`src/rtl/fdec_pkg.sv`:
```
package fdec_pkg;

  localparam int CLK_MHZ = 10;

  // pin timing figures (slowest grade) and their cycle counts
  localparam int STROBE_NS       = 200;
  localparam int STROBE_CYC      = (STROBE_NS * CLK_MHZ + 999) / 1000;
  localparam int DSETUP_NS       = 65;
  localparam int DSETUP_CYC      = (DSETUP_NS * CLK_MHZ + 999) / 1000;
  localparam int RECOVER_NS      = 35;
  localparam int RECOVER_CYC     = (RECOVER_NS * CLK_MHZ + 999) / 1000;
  localparam int RESET_NS        = 200;
  localparam int RESET_CYC       = (RESET_NS * CLK_MHZ + 999) / 1000;
  localparam int SETTLE_NS       = 235;
  localparam int SETTLE_CYC      = (SETTLE_NS * CLK_MHZ + 999) / 1000;
  localparam int RETX_NS         = 200;
  localparam int RETX_CYC        = (RETX_NS * CLK_MHZ + 999) / 1000;

  // register map
  localparam logic [11:0] CTRL_OFF  = 12'h000;
  localparam logic [11:0] WDATA_OFF = 12'h004;
  localparam logic [11:0] RDATA_OFF = 12'h008;
  localparam logic [11:0] STAT_OFF  = 12'h00c;

  localparam int CTRL_DEPTH_BIT = 0;
  localparam int CTRL_RESET_BIT = 1;
  localparam int CTRL_RETX_BIT  = 2;
  localparam logic CTRL_DEPTH_RST = 1'b0;

  localparam int STAT_BUSY_BIT  = 0;
  localparam int STAT_FULL_BIT  = 1;
  localparam int STAT_EMPTY_BIT = 2;
  localparam int STAT_READY_BIT = 3;
  localparam int STAT_ERR_BIT   = 4;
  localparam int STAT_MODE_BIT  = 5;

  typedef enum logic [2:0] {
    ST_IDLE   = 3'h0,
    ST_SETUP  = 3'h1,
    ST_LOW    = 3'h3,
    ST_REC    = 3'h2,
    ST_RST    = 3'h6,
    ST_SETTLE = 3'h7
  } fdec_state_e;

  typedef enum logic [1:0] {
    OP_WR   = 2'h0,
    OP_RD   = 2'h1,
    OP_RETX = 2'h2,
    OP_RST  = 2'h3
  } fdec_op_e;

  typedef struct packed {
    logic reset_n;
    logic write_n;
    logic read_n;
  } fdec_pins_s;

endpackage : fdec_pkg

```
`src/rtl/fdec_host.sv`:
```
`timescale 1ns/1ps
module fdec_host #(
  parameter int NDEV = 3,  // chain length, any depth
  parameter int DW   = 9   // data width, wider for parallel devices
) (
  input  wire logic               pclk,
  input  wire logic               presetn,
  input  wire logic               psel,
  input  wire logic               penable,
  input  wire logic               pwrite,
  input  wire logic [11:0]        paddr,
  input  wire logic [31:0]        pwdata,
  output logic      [31:0]        prdata,
  output logic                    pready,
  output logic                    pslverr,
  output fdec_pkg::fdec_pins_s    fifo_ctl,
  output logic      [DW-1:0]      fifo_wdata,
  output logic      [NDEV-1:0]    first_load_or_retransmit_n,
  input  wire logic [DW-1:0]      fifo_rdata,
  input  wire logic [NDEV-1:0]    full_flag_n,
  input  wire logic [NDEV-1:0]    empty_flag_n
);

  fdec_pkg::fdec_state_e st_q, st_d;
  fdec_pkg::fdec_op_e    op_q, op_go;
  logic [3:0]            cnt_q, cnt_d;
  logic                  depth_q, mode_q, init_q, err_q;
  logic [DW-1:0]         rdata_q;

  // apb decode
  wire acc       = psel & penable;
  wire hit_ctrl  = paddr == fdec_pkg::CTRL_OFF;
  wire hit_wdata = paddr == fdec_pkg::WDATA_OFF;
  wire hit_rdata = paddr == fdec_pkg::RDATA_OFF;
  wire hit_stat  = paddr == fdec_pkg::STAT_OFF;
  wire unmapped  = ~(hit_ctrl | hit_wdata | hit_rdata | hit_stat);
  wire rst_cmd   = hit_ctrl & pwdata[fdec_pkg::CTRL_RESET_BIT];
  wire retx_cmd  = hit_ctrl & pwdata[fdec_pkg::CTRL_RETX_BIT];
  wire cmd_acc   = acc & pwrite & (hit_wdata | hit_rdata | rst_cmd | retx_cmd);
  wire busy      = st_q != fdec_pkg::ST_IDLE;
  assign pready  = ~(cmd_acc & busy);
  wire wr_ok     = acc & pready & pwrite;
  assign pslverr = acc & pready & unmapped;

  // composite flags: every chained device must agree; otherwise device 0 alone
  // is trusted, flags of parallel devices are never combined
  // relies on the chain being wired out-to-in on the board
  wire comp_full_n  = mode_q ? |full_flag_n  : full_flag_n[0];
  wire comp_empty_n = mode_q ? |empty_flag_n : empty_flag_n[0];

  // writer is gated by full, reader by empty
  wire wr_req   = cmd_acc & ~busy & hit_wdata;
  wire rd_req   = cmd_acc & ~busy & hit_rdata;
  wire rst_req  = cmd_acc & ~busy & rst_cmd;
  wire retx_req = cmd_acc & ~busy & retx_cmd & ~rst_cmd;
  wire wr_go    = wr_req & init_q & comp_full_n;
  wire rd_go    = rd_req & init_q & comp_empty_n;
  // retransmit is refused while the chain runs in depth operation
  wire retx_go  = retx_req & init_q & ~mode_q;
  wire go       = wr_go | rd_go | retx_go | rst_req;
  wire refuse   = (wr_req | rd_req | retx_req) & ~go;

  always_comb begin
    if (rst_req) begin
      op_go = fdec_pkg::OP_RST;
    end else if (retx_req) begin
      op_go = fdec_pkg::OP_RETX;
    end else if (rd_req) begin
      op_go = fdec_pkg::OP_RD;
    end else begin
      op_go = fdec_pkg::OP_WR;
    end
  end

  wire retx_op = op_q == fdec_pkg::OP_RETX;

  always_comb begin
    st_d  = st_q;
    cnt_d = cnt_q;
    if (cnt_q != 4'h0) begin
      cnt_d = cnt_q - 4'h1;
    end else begin
      case (st_q)
        fdec_pkg::ST_IDLE: begin
          if (go && op_go == fdec_pkg::OP_RST) begin
            st_d  = fdec_pkg::ST_RST;
            cnt_d = 4'(fdec_pkg::RESET_CYC - 1);
          end else if (go) begin
            st_d  = fdec_pkg::ST_SETUP;
            cnt_d = 4'(fdec_pkg::DSETUP_CYC - 1);
          end
        end
        fdec_pkg::ST_SETUP: begin
          st_d  = fdec_pkg::ST_LOW;
          cnt_d = retx_op ? 4'(fdec_pkg::RETX_CYC - 1) : 4'(fdec_pkg::STROBE_CYC - 1);
        end
        fdec_pkg::ST_LOW: begin
          st_d  = fdec_pkg::ST_REC;
          cnt_d = 4'(fdec_pkg::RECOVER_CYC - 1);
        end
        fdec_pkg::ST_RST: begin
          st_d  = fdec_pkg::ST_SETTLE;
          cnt_d = 4'(fdec_pkg::SETTLE_CYC - 1);
        end
        default: begin
          st_d  = fdec_pkg::ST_IDLE;
        end
      endcase
    end
  end

  wire low_st   = st_q == fdec_pkg::ST_LOW;
  wire rst_st   = st_q == fdec_pkg::ST_RST;
  wire rd_last  = low_st & (op_q == fdec_pkg::OP_RD) & (cnt_q == 4'h0);
  wire init_end = (st_q == fdec_pkg::ST_SETTLE) & (cnt_q == 4'h0);

  always_ff @(posedge pclk or negedge presetn) begin
    if (!presetn) begin
      st_q  <= fdec_pkg::ST_IDLE;
      cnt_q <= 4'h0;
      op_q  <= fdec_pkg::OP_WR;
    end else begin
      st_q  <= st_d;
      cnt_q <= cnt_d;
      if (go) begin
        op_q <= op_go;
      end
    end
  end

  // mode is only adopted by a reset of the chain, as the devices do
  always_ff @(posedge pclk or negedge presetn) begin
    if (!presetn) begin
      depth_q <= fdec_pkg::CTRL_DEPTH_RST;
      mode_q  <= fdec_pkg::CTRL_DEPTH_RST;
      init_q  <= 1'b0;
    end else begin
      if (wr_ok && hit_ctrl) begin
        depth_q <= pwdata[fdec_pkg::CTRL_DEPTH_BIT];
      end
      if (rst_req) begin
        mode_q <= depth_q;
        init_q <= 1'b0;
      end else if (init_end) begin
        init_q <= 1'b1;
      end
    end
  end

  // a fresh refusal beats a simultaneous clear
  always_ff @(posedge pclk or negedge presetn) begin
    if (!presetn) begin
      err_q <= 1'b0;
    end else if (refuse) begin
      err_q <= 1'b1;
    end else if (wr_ok && hit_stat && pwdata[fdec_pkg::STAT_ERR_BIT]) begin
      err_q <= 1'b0;
    end
  end

  always_ff @(posedge pclk or negedge presetn) begin
    if (!presetn) begin
      fifo_wdata <= '0;
      rdata_q    <= '0;
    end else begin
      if (wr_go) begin
        fifo_wdata <= pwdata[DW-1:0];
      end
      // sampled in the last low cycle, well past access time
      if (rd_last) begin
        rdata_q <= fifo_rdata;
      end
    end
  end

  // strobes stay high through the whole reset and settle time
  assign fifo_ctl.reset_n = ~rst_st;
  assign fifo_ctl.write_n = ~(low_st & (op_q == fdec_pkg::OP_WR));
  assign fifo_ctl.read_n  = ~(low_st & (op_q == fdec_pkg::OP_RD));

  // head low while reset in depth operation and during a retransmit pulse; chain-in is never driven
  // from here, neighbours alone time it
  genvar gi;
  generate
    for (gi = 0; gi < NDEV; gi++) begin : g_fl
      if (gi == 0) begin : g_head
        // applied mode, so a control write during reset cannot glitch the head
        assign first_load_or_retransmit_n[gi] =
          ~((rst_st & mode_q) | (low_st & retx_op));
      end else begin : g_tail
        assign first_load_or_retransmit_n[gi] = 1'b1;
      end
    end
  endgenerate

  wire [31:0] stat_word = 32'({mode_q, err_q, init_q, ~comp_empty_n, ~comp_full_n, busy});

  always_comb begin
    prdata = 32'h0;
    if (acc && !pwrite) begin
      if (hit_ctrl) begin
        prdata = 32'(depth_q);
      end else if (hit_wdata) begin
        prdata = 32'(fifo_wdata);
      end else if (hit_rdata) begin
        prdata = 32'(rdata_q);
      end else if (hit_stat) begin
        prdata = stat_word;
      end
    end
  end

  wire [NDEV-1:0] fl_mask = {{(NDEV-1){1'b1}}, 1'b0};
endmodule : fdec_host

```
`config.mk`:
```
export PLATFORM = sky130hd
export DESIGN_NAME = fdec_host
export DESIGN_NICKNAME = d
export VERILOG_FILES = /design/src/rtl/fdec_pkg.sv /design/src/rtl/fdec_host.sv
export SDC_FILE = /design/constraint.sdc
export NUM_CORES = 1
export LEC_CHECK = 0
export BUFFER_PORTS_ARGS = -buffer_cell sky130_fd_sc_hd__buf_4
export CORE_ASPECT_RATIO = 0.9
export CORE_UTILIZATION = 41
export CTS_CLUSTER_SIZE = 14
export DETAILED_ROUTE_END_ITERATION = 10
export PLACE_DENSITY = 0.77
export SLEW_MARGIN = 5
export SYNTH_ARGS = -nofsm -noshare
export SYNTH_HDL_FRONTEND = slang
export SYNTH_SLANG_ARGS = --single-unit
```
`constraint.sdc`:
```
create_clock -name pclk -period 2 [get_ports pclk]
set_clock_uncertainty 0.05 [all_clocks]
set_input_delay 0.1 -clock pclk [delete_from_list [all_inputs] [get_ports pclk]]
set_output_delay 0.1 -clock pclk [all_outputs]
set_load 0.01 [all_outputs]
```
==> flow_summary.yaml <==
run_status:
  status: "complete, but fails checks"
  violations: "setup timing"
worst_setup_path:
  path_buf_inv: 2
  cp-start-kind: "primary input"
  worst_r2r_path_depth: 6
  crit_chain: "buf_6 -> or4_4 -> or3_4 -> or4_4 -> nor2_2 -> buf_4"
  worstSetupEndpointType: "output port"
  critical-path-top-delay-family: "simple AND/OR/NAND/NOR gates"
  path_max_fanout: 8
  endpoint: "prdata[8]"
  path_common_cell: "or4_4"
  setup.worst_path.start: "paddr[5]"
  critical_path_class: "primary input to output port"
  timing.rr.start: "st_q[0]$_DFFE_PN0P_"
  r2r_slack_ns: 0.15
  path_depth: 6
  cp_data_arrival_time_ns: 1.95
  critPathRequiredTime_ns: 1.85
  slowest_stage: "or4_4"
  max_stage_delay_ns: 0.59
  r2r-end: "op_q[0]$_DFFE_PN0P_"
floorplanning:
  row_count: 24
  io_pins: 113
  fp.dieH_um: 70.2
  dieArea_um2: 5460
  core-area_um2: 4890
  die-width_um: 77.8
  start_util_pct: 43.3
global_routing:
  grt_pass1_wl_mm: 8.40
  grt_pass1_vias: 1821
  grt_max_degree: 32
  grt_overflow: 0
  track_usage_pct: 19.7
  antenna_found_initial: 0
yosys:
  syn_area_per_cell_um2: 9.46
  synthDistinctLibCells: 52
  syn_inst: 224
  synth_edf_count: 0
  ys_seq_area_share_pct: 36.6
  ys.warnings.count: 0
  async_reset_ff_share_pct: 100
  synthesis.area_um2: 2120
  synth-main-ff-cell: "dfrtp_1"
  synth_seq_cells: 31
pwr:
  ir_drop_uv: 364
  power.switching_mw: 0.662
  p_sw_share_pct: 34.0
  power_density_nw_per_um2: 668
  internal-power_mw: 1.29
  p_seq_share_pct: 38.8
  p_clk_share_pct: 24.3
  p_leak_nw: 1.36
  power_frac_comb_pct: 36.9
routing:
  drtAntennaViolNets: 0
  routedWlPerCell_um: 13.3
  remaining_drc_errors: 0
  dr.pass1.iters: 4
  postRouteWirelength_mm: 5.05
  vias_per_cell: 4.97
  vias: 1888
  drt_iter0_drc: 140
layout:
  final_cell_mix: "buf_4, dfrtp_1, conb_1, nand2_1"
  fin_cells: 380
  final_area_um2: 2920
  area_growth_pct: 37.6
  drive_above_1_share_pct: 42.2
  fill_cells: 418
  diodes: 0
  utilization_pct: 59.6
  layout.nets: 379
  layout_commonest_cell: "buf_4"
sta:
  max_slew_margin_pct: 63.4
  hold_violations: 0
  fin_ws_ns: -0.102
  rsz0062_at_grt: "yes"
  finalCritPeriodShare_pct: 105
  slew_violations: 0
  min_period_ns: 2.10
  tightest_slew_ns: 0.547
  max_freq_mhz: 476
  setup_viol: 8
placed_design:
  dp_cells: 357
  io_buffers: 64
  hpwl_mm: 3.81
  place_area_um2: 2630
  gp_congestion: 0.843
clock_tree:
  insertion_delay_ns: 0.28
  cts_max_level: 2
  clock-sinks: 31
  clk_pin_slew_ns: 0.07
  cts_buffers: 5
  cts_tree: "yes"
  cts_buffer_depth: 2
  root_buffer: "clkbuf_8"
job:
  drv_cap: 0
min_path:
  hold_class: "primary input to flip-flop"
==> worst reg2reg max path, stage by stage (launching register included) <==
cell and delay (ns):
dfrtp_1 0.38, or3_4 0.39, buf_4 0.15, buf_4 0.15, nor3_1 0.26, nand3b_1 0.11
a31o_2 0.25
==> flip-flops by register name (all words and copies together) (netlist names), 2 cells and up <==
register	cells
fifo_wdata	9
st_q	3
cnt_q	4
rdata_q	9
op_q	2
==> layer usage <==
metal	wire, um	GRT usage [%]	vias to the layer above	share of wire (%)
met5	0	0	-	0
met4	56	5.24	0	1.1
met3	337	4.31	7	6.7
met2	2370	31.0	80	47
met1	2280	27.3	869	45
li1	-	-	932	-
==> per-stage QoR <==
| step | hold slack [ns] | power, mW | worst slack (ns) | TNS, ns |
|---|---|---|---|---|
| after floorplan | -0.246 | 1.23 | -0.0221 | -0.154 |
| after global placement | 0.00740 | 1.42 | -0.120 | -1.94 |
| after detailed placement | 0.00628 | 1.43 | -0.134 | -2.25 |
| after CTS | 0.000151 | 1.94 | -0.122 | -0.887 |
| after global routing | 0.00112 | 2.08 | -0.165 | -1.06 |
| final | 0.00493 | 1.95 | -0.102 | -0.618 |
==> timing repair <==
action	4_1_cts	5_1_grt
cloned	0	0
buffers inserted	2	1
endpoints found under the hold margin	41	1
pin swaps	14	6
hold buffers	11	1
endpoints found under the setup margin	9	12
resized for setup	10	6
==> logic make-up (layout without fill, tap and decap cells) <==
group	after synthesis	after routing	share of synthesized area, %
simple gates	80	80	21.3
other cells	2	25	0.354
buf+inv	43	111	13.2
flops	31	31	36.6
fa+ha+maj	1	1	0.590
compound gates	44	44	14.0
mux	23	23	13.9
==> Yosys cell counts (all sizes together), types with 4 or more instances <==
cell / instances / area, um2
a21oi: 5 / 25.0
dfrtp: 31 / 776
o31ai: 4 / 30.0
mux2: 20 / 251
nor3: 9 / 50.1
nand2: 17 / 63.8
nand3: 5 / 25.0
or4: 5 / 56.3
buf: 29 / 228
inv: 9 / 33.8
a22oi: 6 / 45.0
o21ai: 12 / 60.1
clkbuf: 5 / 18.8
nor2: 21 / 86.3
==> worst min path at each step <==
stage                        endpoint  cells past startpoint  slack [ns]     startpoint
2_1_floorplan    cnt_q[0]$_DFFE_PN0P_                      0       -0.25        presetn
3_3_place_gp   rdata_q[2]$_DFFE_PN0P_                      1       0.007        presetn
5_1_grt        rdata_q[8]$_DFFE_PN0P_                      2       0.001  fifo_rdata[8]
3_5_place_dp   rdata_q[2]$_DFFE_PN0P_                      1       0.006        presetn
4_1_cts        rdata_q[6]$_DFFE_PN0P_                      2      0.0002  fifo_rdata[6]
6_report       rdata_q[7]$_DFFE_PN0P_                      2       0.005  fifo_rdata[7]
==> area by class of cell <==
cell class,instances,area [um2],share of cell area [%]
sequential,31,776,26.6
timing repair buffer,94,751,25.7
inverter,9,33.8,1.16
multi-input combinational,173,1190,40.8
clock buffer,5,68.8,2.36
tap,65,81.3,2.79
clock inverter,3,15.0,0.515
==> power by group through the flow <==
stage | Sequential, mW | Combinational, mW | Clock [mW]
floorplan | 0.750 | 0.482 | 0
global placement | 0.761 | 0.660 | 0
detailed placement | 0.765 | 0.670 | 0
CTS | 0.754 | 0.699 | 0.486
global route | 0.768 | 0.806 | 0.508
finish | 0.756 | 0.720 | 0.473
Note: power is estimated with default switching activity, not from simulation.
